--- src/verilog/ptp_time_defines.svh ---
`ifndef PTP_TIME_DEFINES_SVH
`define PTP_TIME_DEFINES_SVH

// ----------------------------------------------------------------
// widths
// ----------------------------------------------------------------
`define PTP_SEC_W 32
`define PTP_SUB_W 32
`define PTP_ACC_W 32
`define PTP_INC_W 8

// ----------------------------------------------------------------
// field positions
// ----------------------------------------------------------------
`define PTP_SUB_MSB 30
`define PTP_SIGN_BIT 31

// ----------------------------------------------------------------
// reset values
// ----------------------------------------------------------------
`define PTP_SEC_RST 32'h0000_0000
`define PTP_SUB_RST 32'h0000_0000
`define PTP_ACC_RST 32'h0000_0000
`define PTP_ADDEND_RST 32'h0000_0000

`endif

--- src/verilog/ptp_time_pkg.sv ---
`default_nettype none
package ptp_time_pkg;

  // ----------------------------------------------------------------
  // system time carrier
  // ----------------------------------------------------------------
  typedef struct packed {
    logic [31:0] seconds;
    logic [31:0] subseconds;
  } sys_time_t;

  // ----------------------------------------------------------------
  // state of the time unit, apart from the reset release registers
  // ----------------------------------------------------------------
  typedef struct packed {
    sys_time_t now;
    logic [31:0] acc;
    logic [31:0] addend;
    logic init_pend;
    logic upd_pend;
    logic add_pend;
    logic running;
    logic reached;
    logic flag;
    sys_time_t stamp;
    logic stamp_valid;
  } time_state_t;

endpackage

`default_nettype wire

--- src/verilog/ptp_system_time_unit.sv ---
`timescale 1ns/1ns
`default_nettype none
`include "ptp_time_defines.svh"

module ptp_system_time_unit
  import ptp_time_pkg::*;
(
  // clock and reset
  input wire logic ref_clk_in,
  input wire logic nrst_in,
  // control bits
  input wire logic timestamp_enable_in,
  input wire logic fine_correction_sel_in,
  input wire logic trigger_enable_in,
  input wire logic trigger_irq_mask_in,
  // command set strobes
  input wire logic time_init_cmd_in,
  input wire logic time_update_cmd_in,
  input wire logic addend_update_req_in,
  // command bits as read back
  output logic time_init_cmd_out,
  output logic time_update_cmd_out,
  output logic addend_update_req_out,
  // update, addend, increment and target values
  input wire logic [31:0] update_seconds_in,
  input wire logic [31:0] update_subseconds_in,
  input wire logic [31:0] addend_in,
  input wire logic [7:0] subsecond_increment_in,
  input wire logic [31:0] target_seconds_in,
  input wire logic [31:0] target_subseconds_in,
  // flag register read strobe
  input wire logic flag_read_in,
  // frame start of frame delimiter strobe
  input wire logic frame_sfd_in,
  // time and stamp outputs
  output sys_time_t system_time_out,
  output sys_time_t stamp_out,
  output logic stamp_valid_out,
  // trigger outputs
  output logic trigger_out,
  output logic trigger_flag_out,
  output logic trigger_irq_out
);

  // ----------------------------------------------------------------
  // reset release
  // ----------------------------------------------------------------
  logic rst_meta_reg;
  logic rst_n;

  always_ff @(posedge ref_clk_in or negedge nrst_in)
  begin
    if (!nrst_in)
    begin
      rst_meta_reg <= 1'b0;
      rst_n <= 1'b0;
    end
    else
    begin
      rst_meta_reg <= 1'b1;
      rst_n <= rst_meta_reg;
    end
  end

  // ----------------------------------------------------------------
  // time arithmetic
  // ----------------------------------------------------------------
  function automatic sys_time_t add_time(input sys_time_t t,
                                         input logic [31:0] ds,
                                         input logic [30:0] dsub);
    logic [31:0] sum;
    sys_time_t r;
    sum = {1'b0, t.subseconds[`PTP_SUB_MSB:0]} + {1'b0, dsub};
    r.seconds = t.seconds + ds;
    if (sum[`PTP_SIGN_BIT])
      r.seconds = r.seconds + 32'h0000_0001;
    r.subseconds = {1'b0, sum[`PTP_SUB_MSB:0]};
    return r;
  endfunction

  function automatic sys_time_t sub_time(input sys_time_t t,
                                         input logic [31:0] ds,
                                         input logic [30:0] dsub);
    logic [31:0] dif;
    sys_time_t r;
    dif = {1'b0, t.subseconds[`PTP_SUB_MSB:0]} - {1'b0, dsub};
    r.seconds = t.seconds - ds;
    if (dif[`PTP_SIGN_BIT])
      r.seconds = r.seconds - 32'h0000_0001;
    r.subseconds = {1'b0, dif[`PTP_SUB_MSB:0]};
    return r;
  endfunction

  // ----------------------------------------------------------------
  // state update
  // ----------------------------------------------------------------
  time_state_t st_reg;
  time_state_t st_next;
  logic [32:0] acc_sum;
  logic tick;
  logic at_target;
  sys_time_t target;
  sys_time_t upd_val;

  assign target = {target_seconds_in, target_subseconds_in};
  assign upd_val = {update_seconds_in, update_subseconds_in};
  assign acc_sum = {1'b0, st_reg.acc} + {1'b0, st_reg.addend};
  assign tick = fine_correction_sel_in ? acc_sum[32] : 1'b1;
  assign at_target = st_reg.now >= target;

  always_comb
  begin
    st_next = st_reg;
    st_next.stamp_valid = 1'b0;
    // advance while running
    st_next.running = st_reg.running & timestamp_enable_in;
    if (st_reg.running)
    begin
      if (fine_correction_sel_in)
        st_next.acc = acc_sum[31:0];
      if (tick)
        st_next.now = add_time(st_reg.now, 32'h0000_0000,
          {23'h0, subsecond_increment_in});
    end
    // coarse commands take the place of the step
    if (st_reg.init_pend)
    begin
      st_next.now.seconds = update_seconds_in;
      st_next.now.subseconds = {1'b0,
        update_subseconds_in[`PTP_SUB_MSB:0]};
      st_next.acc = `PTP_ACC_RST;
      st_next.running = timestamp_enable_in;
    end
    else if (st_reg.upd_pend)
    begin
      if (update_subseconds_in[`PTP_SIGN_BIT])
        st_next.now = sub_time(st_reg.now, upd_val.seconds,
          upd_val.subseconds[`PTP_SUB_MSB:0]);
      else
        st_next.now = add_time(st_reg.now, upd_val.seconds,
          upd_val.subseconds[`PTP_SUB_MSB:0]);
    end
    if (st_reg.add_pend)
      st_next.addend = addend_in;
    // command bits: set wins over the device clear
    st_next.init_pend = time_init_cmd_in;
    st_next.upd_pend = time_update_cmd_in |
      (st_reg.upd_pend & st_reg.init_pend);
    st_next.add_pend = addend_update_req_in;
    // frame stamp
    if (frame_sfd_in && timestamp_enable_in)
    begin
      st_next.stamp = st_reg.now;
      st_next.stamp_valid = 1'b1;
    end
    // trigger
    st_next.reached = trigger_enable_in & st_reg.running & at_target;
    st_next.flag = (st_reg.flag & ~flag_read_in) |
      (st_next.reached & ~st_reg.reached);
  end

  always_ff @(posedge ref_clk_in or negedge rst_n)
  begin
    if (!rst_n)
    begin
      st_reg.now <= {`PTP_SEC_RST, `PTP_SUB_RST};
      st_reg.acc <= `PTP_ACC_RST;
      st_reg.addend <= `PTP_ADDEND_RST;
      st_reg.init_pend <= 1'b0;
      st_reg.upd_pend <= 1'b0;
      st_reg.add_pend <= 1'b0;
      st_reg.running <= 1'b0;
      st_reg.reached <= 1'b0;
      st_reg.flag <= 1'b0;
      st_reg.stamp <= {`PTP_SEC_RST, `PTP_SUB_RST};
      st_reg.stamp_valid <= 1'b0;
    end
    else
      st_reg <= st_next;
  end

  // ----------------------------------------------------------------
  // outputs
  // ----------------------------------------------------------------
  assign time_init_cmd_out = st_reg.init_pend;
  assign time_update_cmd_out = st_reg.upd_pend;
  assign addend_update_req_out = st_reg.add_pend;
  assign system_time_out = st_reg.now;
  assign stamp_out = st_reg.stamp;
  assign stamp_valid_out = st_reg.stamp_valid;
  assign trigger_out = st_reg.reached;
  assign trigger_flag_out = st_reg.flag;
  assign trigger_irq_out = st_reg.flag & ~trigger_irq_mask_in;
endmodule

`default_nettype wire

--- config.mk ---
export PLATFORM = sky130hd
export DESIGN_NAME = ptp_system_time_unit
export DESIGN_NICKNAME = d
export VERILOG_FILES = /design/src/verilog/ptp_time_pkg.sv /design/src/verilog/ptp_system_time_unit.sv
export VERILOG_INCLUDE_DIRS = /design/src /design/src/verilog
export SDC_FILE = /design/constraint.sdc
export NUM_CORES = 1
export LEC_CHECK = 0
export BUFFER_PORTS_ARGS = -buffer_cell sky130_fd_sc_hd__buf_2
export CAP_MARGIN = 0
export CORE_AREA = 8 8 245 247
export CTS_CLUSTER_DIAMETER = 30
export CTS_CLUSTER_SIZE = 12
export DETAILED_ROUTE_END_ITERATION = 6
export DIE_AREA = 0 0 253 255
export HOLD_SLACK_MARGIN = 0.03
export MAX_ROUTING_LAYER = met4
export RECOVER_POWER = 25
export SYNTH_ARGS = -nofsm -noshare
export SYNTH_HDL_FRONTEND = slang
export SYNTH_SLANG_ARGS = --single-unit
--- constraint.sdc ---
create_clock -name ref_clk_in -period 5.4 [get_ports ref_clk_in]
set_input_delay 1.08 -clock ref_clk_in [delete_from_list [all_inputs] [get_ports ref_clk_in]]
set_output_delay 1.08 -clock ref_clk_in [all_outputs]
set_load 0.01 [all_outputs]
* After elaboration in Yosys (flattened, before gate mapping)
Cells that the tools add are included.
** Cells by class
- Add/subtract/negate cells :: 9
- $mul :: 0
- Divide/modulo/power cells :: 0
- Magnitude comparators :: 1
- Equal/unequal tests :: 0
- Shift-type cells :: 0
- Muxes and demuxes :: 13
- Bitwise logic cells :: 12
- Reductions and logical operators :: 9
** Operators with widths (number)
- 2-to-1 mux 64 bit :: 4
- 2-to-1 mux 32 bit :: 5
- 2-to-1 mux 96 bit :: 1
- adder 32 x 1 -> 32 bit (second input constant) :: 2
- >= comparator 64 bit :: 1
- adder 32 x 32 -> 33 bit :: 1
- adder 31 x 31 -> 32 bit :: 1
- adder 31 x 8 -> 32 bit :: 1
- adder 32 bit :: 1
- subtractor 31 x 31 -> 32 bit :: 1
- subtractor 32 x 1 -> 32 bit (second input constant) :: 1
- subtractor 32 bit :: 1
- nonzero test 3 bit :: 3
- AND 1 bit :: 7
- AND reduction 2 bit :: 2
- nonzero test 2 bit :: 2
- 2-to-1 mux 1 bit :: 3
- inverter 1 bit :: 3
- AND reduction 3 bit :: 1
- OR 1 bit :: 2
- logical AND 1 bit :: 1
** Word-level totals
- Register bits :: 201
- Latch bits :: 0
- RAM bits :: 0
- Memory bits (read-only) :: 0
- Bits of input ports :: 179
- Memories :: 0

* Depth between registers and ports, before layout
Gate-level depths: netlist (run 1).
- Word-level depth :: 6
- Depth in mapped cells :: 16
- Depth with buffers taken out :: 16

* Worst setup path after synthesis (run 1)
OpenSTA, ideal clock, no wires.
- Path type :: input to register
- Start :: in update_seconds_in[0]
- End :: reg st_reg (netlist bit system_time_out[58])
- Library setup time :: 121 ps
- Data arrival time :: 4413 ps
- Slack :: 866 ps
- Stages on the path :: 15
- Path through :: ha_1 inv_1 fa_1 a21o_1 a221o_1 a211oi_2 o31ai_4 xnor2_1 nor4_2 nand3_1 nor4_2 or3b_1 xnor2_1 o22ai_1 nor2_1
** Between the ends
- Cells in the longest elaborated chain, start to end :: 6
- Elaborated cells between the ends (all ways) :: 9
** RTL lines
- start, declared :: line ptp_system_time_unit.sv:25 : input wire logic [31:0] update_seconds_in,
- adder 32 bit or subtractor 32 bit (tied branches) :: line ptp_system_time_unit.sv:74, ptp_system_time_unit.sv:87
- adder 32 x 1 -> 32 bit or subtractor 32 x 1 -> 32 bit (tied branches) :: line ptp_system_time_unit.sv:76, ptp_system_time_unit.sv:89
- 2-to-1 mux 32 bit (on tied branches) :: line ptp_system_time_unit.sv:75, ptp_system_time_unit.sv:88
- 2-to-1 mux 64 bit (*) :: line ptp_system_time_unit.sv:136 : if (update_subseconds_in[`PTP_SIGN_BIT])
- 2-to-1 mux 64 bit (*) :: line ptp_system_time_unit.sv:134 : else if (st_reg.upd_pend)
- 2-to-1 mux 64 bit (*) :: line ptp_system_time_unit.sv:126 : if (st_reg.init_pend)
- end signal, assigned :: line ptp_system_time_unit.sv:179 : st_reg <= st_next;
- end, declared :: line ptp_system_time_unit.sv:97 : time_state_t st_reg;
Mark *: on every way between the ends. The rest lies on a longest branch, timed or not.
A chain may end at the register's enable or synchronous reset.

* Final worst setup path (run 1)
- Start :: in update_seconds_in[0]
- End :: reg st_reg (netlist bit system_time_out[62])
Same word-level chain as after synthesis.

==> results, run 1 <==
- The overall routing resource usage is 0.2447.
- Of the cells placed in the final design, the portion with a size suffix greater than 1 is 0.1870.
- The post-detailed-routing wire length is 78.74 mm.
- In the global route stage, met2 resource usage came out at 0.3828.
- The total power draw is approximately 0.010 W.
- The worst register-to-register path has a setup slack of between 0.7 and 0.8 ns.
- The number of maximum-capacitance violations is 3.
- The overall overflow remaining after global route is 0.
- The DRC violation count after routing is 5.
- Dividing total power by cell area gives a power density of slightly above 400 nW/um^2.
- In this run, synthesis inferred 0 flip-flops with an integrated enable.
- The buffer type at the clock tree root is sky130_fd_sc_hd__clkbuf_16.
- The floorplan step set the die height to approximately 260 um.
- Hold timing on the final database bottoms out at a slack of between 0.2 and 0.25 ns.
- The initial antenna violation count is 6.
- Of the available clock period, the critical path in the final layout requires 0.8787.
- The area growth from synthesis to layout is 10.03%.
- The area fraction in and, or, nand and nor cells after synthesis is 0.1635.
- Clock-pin slew was measured on the worst setup and hold paths at roughly 0.10 ns.
- Counting flops and latches in the post-synthesis netlist gives 199.
- Measured against its own limit, the worst slew margin works out to -1.578.
- During placement, the flow inserted port buffers numbering about 310.
- The post-CTS setup-driven buffer insertion count is 0.
- The share of total power dissipated in sequential elements is 0.231.
- The source of the worst register-to-register timing path is st_reg[71].
- The classification of the worst-slack hold path is flip-flop to async pin.
- For this design, the sink count on the clock tree is ~200.
- After detailed routing, the number of vias per cell comes to just under 6.
- The depth of the worst register-to-register path is 13.
- Clock tree synthesis inserted a total of 17 buffers.
- Of the total synthesized cell area, the portion taken by XOR and XNOR cells is 0.07729.
- Setup repair after global routing left no endpoint under its margin.
- The number of hold violations in the final report came to 0.
- The checks that failed: design-rule violations, max-capacitance violations, max-slew violations.
- The number of max-slew violations in the final report is roughly 160.
- The cell leakage power is around 11 nW.
- The net count of the finished layout is about 3.3k.
- The arrival time reported for the critical path endpoint is just over 5 ns.
- Between clock sinks in the finished design, the worst skew comes to ~0.02 ns.
- The met1 layer usage reported by global route is 0.3201.
- The first global-routing pass estimated 120.3 mm of wire.
- The run finished, with violations left.
- The setup TNS is 0 ns.
- The power share of the combinational group is 0.623.
- The end of the worst register-to-register path is system_time_out[43].
- After legalization and detailed placement, the total HPWL measured 61.96 mm.
- The number of global-route vias before repair is a little over 20k.
- The initial utilization of the core area, before any placement, comes to 0.3970.
- The kind of critical path is input pin to flip-flop.
- The required time of the critical path is approximately 5.8 ns.
- At the pin with the least slew margin, the transition time is around 3.9 ns.
- The I/O pin total is 314.
- The clock tree from TritonCTS is done.
- The number of standard cells after synthesis is 2736.
- The share of synthesized area occupied by flip-flops and latches is 0.2242.
- The post-cts gate resize count is 0.
- The worst setup path is launched from an input pin.
- Derived from the worst setup path, the maximum achievable clock frequency is between 200 and 250 MHz.
- After clock tree synthesis, the flow added hold-fix buffers numbering 0.
- The dominant combinational cell family by area after synthesis is compound AO/OA/AOI/OAI gates.
- The region available for standard cell placement spans roughly 56000 um^2.
- Across the VDD grid, the largest voltage drop is 0.2858 mV.
- The adder and majority gate portion of the synthesized area is 0.1350.
- The met3 usage in global routing is 0.03888.
- The async set or reset register ratio after synthesis is 1.000.
- The maximum buffer depth of the clock tree is 2.
- The share of the synthesized area in compound gates (AO/OA/AOI/OAI) was 0.2506.
- The kind of capture point of the worst setup path is a flip-flop.
- Once detail routing completed, the nets flagged for antenna violations numbered 0.
- The shortest period the worst path allows is 4.745 ns.
- The total of endpoints with negative setup slack in the final report is 0.
- The post-synthesis cell area is approximately 22000 um^2.
- The average instance in the mapped netlist occupies 8.118 um^2.
- The deepest level of the CTS H-tree is 4.
- The highest fanout seen on the critical path is 7.
- The multiplexer share of the synthesized area is 0.04788.
- The switching part of the total power is 0.4975.
- The post-synthesis cell type count is between 90 and 100.
- The number of DRC violations after detailed-routing iteration 0 is around 1.7k.
- The number of placement rows is 87.
- In the synthesized netlist the dominant register cell turns out to be sky130_fd_sc_hd__dfrtp_1.
- At the end of routability-driven placement, the weighted congestion stood at slightly below 1.
- During synthesis, Yosys emitted a total of 0 warnings.
- Of the total power, the clock network draws 0.146.
- The floorplan step defined a die boundary enclosing between 60000 and 70000 um^2.
- The floorplan step set the die width to 253 um.
- After detailed routing, the average wire length per cell comes to 21.51 um.
- The internal power component is 0.005038 W.
- The first TritonRoute pass finished after 7 iterations.
- The most used routing layer is met2.
- The number of vias after detailed routing is 21.14k.
- The clock reaches the later pin of the worst-skew pair after about 0.52 ns.
- In this run the power spent charging and discharging nets is about 0.0050 W.
- The register with the most flip-flops in the layout has 65 of them.
- Entering global routing, the biggest net connects 73 pins.
==> cells in the final DEF, fill, tap and decap left out, types with 25 or more instances in the layout <==
cell type | netlist | layout
sky130_fd_sc_hd__a211oi_1 | 50 | 50
sky130_fd_sc_hd__a21o_1 | 58 | 58
sky130_fd_sc_hd__a21oi_1 | 225 | 224
sky130_fd_sc_hd__a22o_1 | 32 | 32
sky130_fd_sc_hd__and3_1 | 25 | 25
sky130_fd_sc_hd__buf_2 | 18 | 310
sky130_fd_sc_hd__buf_4 | 130 | 55
sky130_fd_sc_hd__dfrtp_1 | 199 | 198
sky130_fd_sc_hd__ha_1 | 230 | 230
sky130_fd_sc_hd__inv_1 | 219 | 219
sky130_fd_sc_hd__mux2_2 | 90 | 90
sky130_fd_sc_hd__nand2_1 | 166 | 165
sky130_fd_sc_hd__nand2b_1 | 42 | 42
sky130_fd_sc_hd__nand3_1 | 67 | 67
sky130_fd_sc_hd__nand4_1 | 42 | 42
sky130_fd_sc_hd__nor2_1 | 188 | 187
sky130_fd_sc_hd__nor2b_1 | 33 | 33
sky130_fd_sc_hd__nor3_1 | 48 | 48
sky130_fd_sc_hd__o211ai_1 | 26 | 26
sky130_fd_sc_hd__o21ai_0 | 145 | 145
sky130_fd_sc_hd__o21bai_1 | 32 | 32
sky130_fd_sc_hd__xnor2_1 | 142 | 142
sky130_fd_sc_hd__xor2_1 | 54 | 54
==> metal layers <==
| metal | vias to the layer above | wire length (um) |
|---|---|---|
| li1 | 10090 | - |
| met1 | 10190 | 35510 |
| met2 | 763 | 35740 |
| met3 | 106 | 5224 |
| met4 | 0 | 2267 |
| met5 | - | 0 |
==> kinds of logic after synthesis <==
kind of cell / after synthesis
compound gates: 827
simple gates: 720
buf+inv: 461
fa+ha+maj: 236
flops: 199
xor+xnor: 196
mux: 95
other cells: 2
==> cell usage after synthesis, types with 20 or more instances <==
master	instances	area, um^2
sky130_fd_sc_hd__o21ai_0	145	725.7
sky130_fd_sc_hd__ha_1	230	2878
sky130_fd_sc_hd__o22ai_1	24	150.1
sky130_fd_sc_hd__xnor2_1	142	1244
sky130_fd_sc_hd__nand4_1	42	262.8
sky130_fd_sc_hd__nor2b_1	33	206.5
sky130_fd_sc_hd__nand3_1	67	335.3
sky130_fd_sc_hd__o211ai_1	26	195.2
sky130_fd_sc_hd__nor2_1	188	705.7
sky130_fd_sc_hd__a21o_1	58	435.4
sky130_fd_sc_hd__clkbuf_1	81	304.0
sky130_fd_sc_hd__inv_1	219	822.0
sky130_fd_sc_hd__buf_4	130	975.9
sky130_fd_sc_hd__a221oi_1	20	175.2
sky130_fd_sc_hd__a31oi_1	22	137.6
sky130_fd_sc_hd__nand2_1	166	623.1
sky130_fd_sc_hd__mux2_2	90	1013
sky130_fd_sc_hd__o21bai_1	32	240.2
sky130_fd_sc_hd__dfrtp_1	199	4980
sky130_fd_sc_hd__nor3_1	48	240.2
sky130_fd_sc_hd__nand2b_1	42	262.8
sky130_fd_sc_hd__and3_1	25	156.4
sky130_fd_sc_hd__xor2_1	54	473.0
sky130_fd_sc_hd__a21oi_1	225	1126
sky130_fd_sc_hd__a22o_1	32	280.3
sky130_fd_sc_hd__a211oi_1	50	375.4
==> layout make-up <==
cell class / instances / area, um^2
fill: 5716 / 31510
multi-input combinational: 2077 / 15030
sequential: 199 / 4981
timing repair buffer: 369 / 1979
tap: 756 / 945.9
inverter: 222 / 833.3
clock buffer: 17 / 425.4
clock inverter: 15 / 230.2
antenna: 6 / 15.01
==> power groups by stage <==
stage               clock network [W]  logic [W]  registers, W
finish                        0.00147    0.00624       0.00231
global route                  0.00156    0.00684       0.00237
CTS                           0.00152    0.00620       0.00232
detailed placement                  0    0.00616       0.00235
global placement                    0    0.00610       0.00233
floorplan                           0    0.00472       0.00222
==> critical path, cell delays in order <==
cell and delay, ns:
sky130_fd_sc_hd__buf_2 0.11, sky130_fd_sc_hd__ha_1 0.18, sky130_fd_sc_hd__inv_1 0.06, sky130_fd_sc_hd__fa_1 0.41
sky130_fd_sc_hd__o21bai_1 0.25, sky130_fd_sc_hd__o211ai_1 0.25, sky130_fd_sc_hd__a2111oi_0 0.74, sky130_fd_sc_hd__a211oi_1 0.19
sky130_fd_sc_hd__a21oi_1 0.29, sky130_fd_sc_hd__xnor2_1 0.18, sky130_fd_sc_hd__nand2b_1 0.25, sky130_fd_sc_hd__nor4_4 0.41
sky130_fd_sc_hd__nand4_1 0.17, sky130_fd_sc_hd__xor2_1 0.17, sky130_fd_sc_hd__nor2_1 0.06, sky130_fd_sc_hd__o41ai_1 0.36
==> per-stage QoR <==
stage          cells  worst slack (ns)  cell area (um^2)  utilization
2_1_floorplan   2737            0.8659             22220            -
4_1_cts         3655            0.7756             24440       0.4368
3_3_place_gp    3623            0.3290             23790       0.4251
6_report        3661            0.6548             24440       0.4368
3_5_place_dp    3623            0.2095             23790       0.4251
5_1_grt         3659            0.2693             24430       0.4367
==> worst max-delay path by stage <==
stage          depth (start not counted)             endpoint  slack, ns                  from
2_1_floorplan                         15  system_time_out[58]       0.87  update_seconds_in[0]
3_3_place_gp                          16  system_time_out[58]       0.33  update_seconds_in[0]
3_5_place_dp                          16  system_time_out[62]       0.21  update_seconds_in[0]
4_1_cts                               13  system_time_out[43]       0.78            st_reg[71]
5_1_grt                               15  system_time_out[62]       0.27  update_seconds_in[1]
6_report                              16  system_time_out[62]       0.65  update_seconds_in[0]
Power figures use the tool's default switching activity.
==> run 2, diff against run 1 <==
PLACE_DENSITY_LB_ADDON = 0.05   (was unset)
==> results, run 2 (synthesis results as in run 1) <==
- The flip-flop count of the largest register after layout was 65 (unchanged).
- The storage element area is 4981 um^2 (unchanged).
- The overall routing resource usage was 0.2507 (+0.006040).
- The maximum buffer depth of the clock tree is 2 (unchanged).
- The worst slew margin relative to its limit was -1.411 (+0.1671).
- The final reports fail on max-capacitance violations, max-slew violations.
- The clock tree from TritonCTS is done.
- The setup skew after layout was 0.02229 ns (+0.001906 ns).
- The quantity of hold-fixing buffers added after cts is 0 (unchanged).
- The worst setup path is launched from an input pin.
- The setup TNS is 0 ns (unchanged).
- Leaving out fill and tap cells, the most frequent cell in the layout is sky130_fd_sc_hd__buf_2.
- The classification of the worst-slack hold path is input pin to async pin.
- The multi-input combinational cell area is 15010 um^2 (-0.10%).
- The count of input and output buffers was 311 (unchanged).
- The kind of capture point of the worst setup path is a flip-flop.
- The clock transition time at the flip-flop clock pins of the worst setup and hold paths is 0.08 ns (-0.02 ns).
- The via-per-instance ratio is 5.691 (-1.5%).
- The total of endpoints with negative setup slack in the final report is 0 (unchanged).
- The arrival time reported for the critical path endpoint is 5.09 ns (-0.07 ns).
- The largest net degree at the start of global routing is 151 (+110%).
- The achievable frequency is 213.0 MHz (+1.1%).
- The number of placement rows came to 87 (unchanged).
- The number of maximum-capacitance violations is 2 (-1).
- The cell leakage power was 11.24 nW (-0.26%).
- The number of DRC violations after detailed-routing iteration 0 was 1465 (-14%).
- The final weighted congestion of routability-driven global placement is 0.9527 (-2.2%).
- The I/O pin total was 314 (unchanged).
- The final critical-path setup slack is 0.7060 ns (+0.05116 ns).
- The height of the die came to 255 um (unchanged).
- The number of buffers created by CTS is 17 (unchanged).
- Setup repair after global routing left no endpoint under its margin.
- The overall overflow remaining after global route was 0 (unchanged).
- The initial core utilization is 0.3970 (unchanged).
- The run finished, with violations left.
- The final critical-path share of the clock period was 0.8693 (-0.009474).
- The insertion delay of the later-clocked pin in the worst-skew pair is 0.51 ns (about the same).
- The critical path is of the input pin to flip-flop type.
- The floorplan die area is 64520 um^2 (unchanged).
- The length of the first detailed-routing pass in iterations was 6 (-1).
- The total power per unit cell area is 407.0 nW/um^2 (-0.81%).
- The library cell appearing most often on the critical path is sky130_fd_sc_hd__inv_1.
- The half-perimeter wire length after detailed placement is 62.20 mm (+0.39%).
- The number of standard cells in the final layout excluding fillers came to 3665 (+0.11%).
- The fraction of final layout cells with drive strength greater than 1 is 0.1864 (-0.0005613).
- The post-detailed-route wirelength per cell was 21.82 um (+1.5%).
- The required time of the critical path came to 5.80 ns (about the same).
- The number of clock sinks was 199 (unchanged).
- The relative area change from synthesis to final layout is 9.818%.
- The deepest level of the CTS H-tree is 4 (unchanged).
- The post-detailed-routing wire length was 79.98 mm (+1.6%).
- The worst-margin pin slew came to 3.617 ns (-0.2506 ns).
- The net count of the finished layout is 3300 (-0.030%).
- The floorplan die width is 253 um (unchanged).
- The post-CTS setup-driven buffer insertion count is 0 (unchanged).
- For this design, the slowest cell found on the critical path is sky130_fd_sc_hd__a221oi_1.
- The initial antenna violation count is 12 (+6).
- The total placed cells including tap cells is 3622 (-0.028%).
- The number of vias after detailed routing came to 20.86k (-1.3%).
- The number of global-route vias before repair was 20.63k (+0.76%).
- The number of filler cells placed in the layout is 5814 (+1.7%).
- The critical path goes through buf_2 -> inv_1 -> ha_1 -> inv_1 -> a21oi_1 -> a211oi_1 -> o21ai_1 -> o211ai_1 -> a221oi_1 -> xnor2_1 -> nor4_1 -> nand4_1 -> xor2_1 -> nor2_1 -> o41ai_1.
- The buffer type at the clock tree root is sky130_fd_sc_hd__clkbuf_16.
- The DRC violation count after routing is 0 (-5).
- The global-route wire length before repair is 123.1 mm (+2.4%).
- The highest fanout seen on the critical path is 11 (+4).
- In the layout the commonest cells are sky130_fd_sc_hd__buf_2, sky130_fd_sc_hd__ha_1, sky130_fd_sc_hd__a21oi_1.
- The number of antenna-violating nets in the routed design is 0 (unchanged).
- The maximum ir drop on the vdd rail is 0.2674 mV (-6.5%).
- The number of max-slew violations in the final report is 121 (-26%).
- The peak per-stage delay on the critical path is 0.63 ns (-0.11 ns).
- The core outline area is 55950 um^2 (unchanged).
- The post-cts gate resize count is 0 (unchanged).
- The shortest period the worst path allows is 4.694 ns (-0.05116 ns).
- The worst setup timing slack at the placement stage came to 0.2685 ns (+0.05905 ns).
- The number of hold violations in the final report came to 0 (unchanged).
[run 2: stage by stage]
step                power (W)  area (um^2)  hold slack (ns)  utilization
floorplan            0.006944        22220           0.3311            -
global placement     0.008474        23780           0.3389       0.4251
detailed placement   0.008511        23780           0.3394       0.4251
CTS                  0.009960        24380           0.3062       0.4357
global route          0.01073        24390           0.3273       0.4359
finish               0.009927        24390           0.3386       0.4360
[run 2: worst paths after layout]
path	startpoint	to	slack, ns	cells past startpoint
min reg2reg	rst_meta_reg	rst_n	0.36	0
min in group ref_clk_in	rst_meta_reg	rst_n	0.36	0
min	nrst_in	rst_meta_reg	0.34	1
max in group asynchronous	rst_n	st_reg[121]	2.60	1
max	update_seconds_in[5]	system_time_out[62]	0.71	15
max reg2reg	st_reg[71]	system_time_out[51]	0.71	14
[run 2: worst max-delay path: cells and delay by family]
| kind | cells | cell delay (ns) |
|---|---|---|
| compound gates | 6 | 2.12 |
| xor+xnor | 2 | 0.37 |
| fa+ha+maj | 1 | 0.51 |
| buf+inv | 3 | 0.34 |
| simple gates | 3 | 0.66 |
[run 2: power breakdown]
part	internal [W]	total, W	switching, W
combinational	0.00251	0.00623	0.00373
sequential	0.00184	0.00231	0.000466
clock	0.000633	0.00139	0.000753
[run 2: metal layers]
| layer | track usage | vias to the layer above | routed length, um |
|---|---|---|---|
| met4 | 0.06575 | 0 | 1857 |
| li1 | - | 10100 | - |
| met1 | 0.3367 | 10030 | 37600 |
| met2 | 0.3877 | 635 | 35750 |
| met5 | - | - | 0 |
| met3 | 0.04406 | 98 | 4767 |
[run 2: area by class of cell]
type                    instances  area share
well taps                     756     0.03878
diodes                         12    0.001231
clock inverters                13    0.006412
repair buffers                368     0.08171
flip-flops and latches        199      0.2042
multi-input cells            2077      0.6155
inverters                     222     0.03416
clock buffers                  18     0.01800
==> run 3, diff against run 2 <==
ABC_AREA = 1   (was unset)
CORE_AREA = 8 8 257 259   (was 8 8 245 247)
DIE_AREA = 0 0 265 267   (was 0 0 253 255)
==> results, run 3 <==
- The post-CTS setup-driven buffer insertion count is 0 (unchanged).
- The final weighted congestion of routability-driven global placement is 0.9566 (+0.41%).
- The initial antenna violation count came to 7 (-5).
- The insertion delay of the later-clocked pin in the worst-skew pair is 0.50 ns (about the same).
- The total of endpoints with negative setup slack in the final report was 0 (unchanged).
- The yosys synthesis warning count was 0 (unchanged).
- The setup TNS is 0 ns (unchanged).
- The dominant combinational cell family by area after synthesis is simple AND/OR/NAND/NOR gates.
- The multiplexer share of the synthesized area is 0.01507 (-0.03281).
- The post-cts gate resize count came to 0 (unchanged).
- The number of vias after detailed routing came to 25.54k (+22%).
- The via-per-instance ratio is 5.325 (-6.4%).
- The net count of the finished layout was 4394 (+33%).
- The maximum buffer depth of the clock tree is 2 (unchanged).
- The classification of the worst-slack hold path is input pin to async pin.
- The library cells used most frequently in the layout, excluding fill and tap cells, are sky130_fd_sc_hd__nand2_1, sky130_fd_sc_hd__inv_1, sky130_fd_sc_hd__buf_2.
- The cell area after layout came to 26480 um^2 (+8.6%).
- The switching part of the total power is 0.5519 (+0.05375).
- The DRC violation count after routing is 0 (unchanged).
- The area fraction in and, or, nand and nor cells after synthesis is 0.3054 (+0.1419).
- The cell leakage power was 14.02 nW (+25%).
- The number of max-slew violations in the final report was 154 (+27%).
- The overall routing resource usage is 0.2711 (+0.02036).
- The height of the die was 267 um (+4.7%).
- The highest fanout seen on the critical path came to 12 (+1).
- The critical path goes through buf_2 -> inv_1 -> ha_1 -> inv_1 -> a21oi_1 -> nand2_1 -> nand3_1 -> nand3_1 -> xor2_1 -> nor2_1 -> nand3_2 -> nor3_4 -> nand3_1 -> nand3_1 -> nand3_1 -> nand3b_1 -> o21ai_0.
- The source of the worst register-to-register timing path is st_reg[71].
- The power share of the clock group was 0.151 (+0.011).
- The peak per-stage delay on the critical path is 0.62 ns (about the same).
- The worst setup path is launched from an input pin.
- The quantity of hold-fixing buffers added after cts is 0 (unchanged).
- Setup repair after global routing left no endpoint under its margin.
- The number of clock sinks is 199 (unchanged).
- The library cell appearing most often on the critical path is sky130_fd_sc_hd__nand3_1.
- The maximum ir drop on the vdd rail came to 0.2405 mV (-10%).
- The top cell type's share of synthesized area is 0.2026 (-0.02157).
- The number of antenna-violating nets in the routed design is 0 (unchanged).
- The critical path is of the input pin to flip-flop type.
- The post-synthesis cell area is 24580 um^2 (+11%).
- The total power draw came to 0.009859 W (-0.68%).
- The number of enable-type register cells in the synthesized netlist came to 0 (unchanged).
- The number of maximum-capacitance violations is 3 (+1).
- The register bit total from synthesis is 199 (unchanged).
- The I/O pin total is 314 (unchanged).
- The core outline area is 62160 um^2 (+11%).
- The worst setup timing slack at the placement stage is 1.016 ns (+0.7473 ns).
- The switching power is 0.005441 W (+10%).
- The number of hold violations in the final report is 0 (unchanged).
- The library cell used most frequently in the layout, excluding fill and tap cells, is sky130_fd_sc_hd__nand2_1.
- The arrival time reported for the critical path endpoint is 4.30 ns (-0.79 ns).
- The required time of the critical path is 5.75 ns (-0.05 ns).
- The initial core utilization is 0.3954 (-0.001606).
- The share of synthesized area occupied by flip-flops and latches is 0.2026 (-0.02157).
- The setup skew after layout is 0.01378 ns (-0.008508 ns).
- The run finished, with violations left.
- The cell with the largest stage delay on the worst path is sky130_fd_sc_hd__ha_1.
- The number of filler cells placed in the layout was 6924 (+19%).
- The number of placement rows came to 92 (+5.7%).
- The async set or reset register ratio after synthesis is 1.000 (unchanged).
- The internal power component came to 0.004418 W (-11%).
- The post-synthesis cell type count is 65 (-33%).
- The number of standard cells in the final layout excluding fillers is 4795 (+31%).
- The start point of the critical path is update_seconds_in[3].
- The half-perimeter wire length after detailed placement is 77.83 mm (+25%).
- The share of the synthesized area in compound gates (AO/OA/AOI/OAI) is 0.1769 (-0.07370).
- The clock transition time at the flip-flop clock pins of the worst setup and hold paths is 0.08 ns (about the same).
- The floorplan die width was 265 um (+4.7%).
- The final reports fail on max-capacitance violations, max-slew violations.
- The final critical-path setup slack came to 1.450 ns (+0.7438 ns).
- The sequential power share came to 0.231 (about the same).
- Relative to the synthesized area, the layout overhead comes to 7.743%.
- The largest net degree at the start of global routing came to 146 (-3.3%).
- The sum of buffers and inverters on the critical path is 3 (unchanged).
- The number of buffers created by CTS is 17 (unchanged).
- The adder and majority gate portion of the synthesized area was 0.1220 (-0.01299).
- The cell family contributing the most delay on the critical path is simple AND/OR/NAND/NOR gates.
- The worst slew margin relative to its limit was -0.5018 (+0.9095).
- The achievable frequency was 253.1 MHz (+19%).
- The commonest register cell after synthesis is sky130_fd_sc_hd__dfrtp_1.
- Sorting the synthesized cells by area gives the leading types as sky130_fd_sc_hd__dfrtp_1, sky130_fd_sc_hd__nand2_1, sky130_fd_sc_hd__ha_1.
- The most frequent cell after synthesis is sky130_fd_sc_hd__nand2_1.
- The post-detailed-placement cell area was 25830 um^2 (+8.6%).
- The cell taking the most area after synthesis is sky130_fd_sc_hd__dfrtp_1.
- The final critical-path share of the clock period is 0.7315 (-0.1377).
- By count the netlist is led by sky130_fd_sc_hd__nand2_1, sky130_fd_sc_hd__inv_1, sky130_fd_sc_hd__nor2_1.
- The clock tree from TritonCTS is done.
- The number of DRC violations after detailed-routing iteration 0 is 2076 (+42%).
- The global-route wire length before repair is 145.7 mm (+18%).
- The post-detailed-route wirelength per cell is 20.05 um (-8.1%).
- The overall overflow remaining after global route came to 0 (unchanged).
- The length of the first detailed-routing pass in iterations is 6 (unchanged).
- The deepest level of the CTS H-tree is 4 (unchanged).
- The count of input and output buffers is 311 (unchanged).
- The buffer type at the clock tree root is sky130_fd_sc_hd__clkbuf_16.
- The number of standard cells after synthesis is 3867 (+41%).
- The total power per unit cell area is 372.3 nW/um^2 (-8.5%).
- The xor/xnor cell area share of the yosys netlist is 0.02490 (-0.05239).
- The total placed cells including tap cells is 4759 (+31%).
- The post-detailed-routing wire length is 96.13 mm (+20%).
- The worst-margin pin slew is 2.247 ns (-1.370 ns).
- The average cell area after synthesis came to 6.355 um^2 (-22%).
- STA classifies the critical path endpoint as a flip-flop.
- The flip-flop count of the largest register after layout is 65 (unchanged).
- The power share of the combinational group is 0.618 (-0.010).
- The shortest period the worst path allows is 3.950 ns (-0.7438 ns).
- The floorplan die area is 70760 um^2 (+9.7%).
- The number of global-route vias before repair is 24.18k (+17%).
- The fraction of final layout cells with drive strength greater than 1 is 0.1345 (-0.05188).
==> run 3: cell count changes after synthesis, moves of 44 or more <==
| cell | previous run | this run |
|---|---|---|
| sky130_fd_sc_hd__nand2_1 | 166 | 948 |
| sky130_fd_sc_hd__a211oi_1 | 50 | 6 |
| sky130_fd_sc_hd__nor2_1 | 188 | 293 |
| sky130_fd_sc_hd__mux2_2 | 90 | 32 |
| sky130_fd_sc_hd__nand3_1 | 67 | 235 |
| sky130_fd_sc_hd__xnor2_1 | 142 | 6 |
| sky130_fd_sc_hd__a21oi_1 | 225 | 278 |
| sky130_fd_sc_hd__o21ai_0 | 145 | 287 |
| sky130_fd_sc_hd__a21o_1 | 58 | 13 |
| sky130_fd_sc_hd__inv_1 | 219 | 582 |
==> run 3: cells by family after synthesis <==
kind of cell    count (synthesis)
buf+inv                       840
other cells                     2
flops                         199
compound gates                769
mux                            33
xor+xnor                       66
fa+ha+maj                     236
simple gates                 1722
==> run 3: routing by layer <==
metal | up-vias | share of wire | global-route usage | routed length, um
met5 | - | 0 | - | 0
met4 | 0 | 0.018 | 0.05902 | 1763
met3 | 90 | 0.063 | 0.03924 | 6021
met2 | 910 | 0.45 | 0.4272 | 43050
met1 | 11810 | 0.47 | 0.3673 | 45300
li1 | 12730 | - | - | -
==> run 3: final cells by class <==
cell class / count / area [um^2] / area share
inverter: 602 / 2267 / 0.08562
sequential: 199 / 4981 / 0.1881
clock inverter: 15 / 230.2 / 0.008694
antenna: 4 / 10.01 / 0.0003780
multi-input combinational: 2829 / 15860 / 0.5990
tap: 799 / 999.7 / 0.03775
timing repair buffer: 330 / 1705 / 0.06441
clock buffer: 17 / 425.4 / 0.01607
==> run 3: worst paths after layout <==
check                           depth (start not counted)                  end  slack [ns]
min in group ref_clk_in                                 0                rst_n        0.35
max in group asynchronous                               1        stamp_out[20]        2.76
worst max register to register                         14  system_time_out[40]        1.49
worst min-delay path                                    1                rst_n        0.35
worst min register to register                          0                rst_n        0.35
worst max-delay path                                   17  system_time_out[53]        1.45
==> run 3: power by group through the flow <==
stage                     combinational [W]  clock (W)  sequential [W]
after global placement              0.00603          0         0.00230
after CTS                           0.00604    0.00152         0.00227
after detailed placement            0.00601          0         0.00230
after global routing                0.00680    0.00157         0.00231
final                               0.00609    0.00149         0.00227
after floorplan                     0.00450          0         0.00209
==> run 3: through the flow <==
stage               utilization  hold slack (ns)
floorplan                     -           0.3311
global placement         0.4156           0.3355
detailed placement       0.4156           0.3373
CTS                      0.4261           0.3113
global route             0.4259           0.3258
finish                   0.4260           0.3495
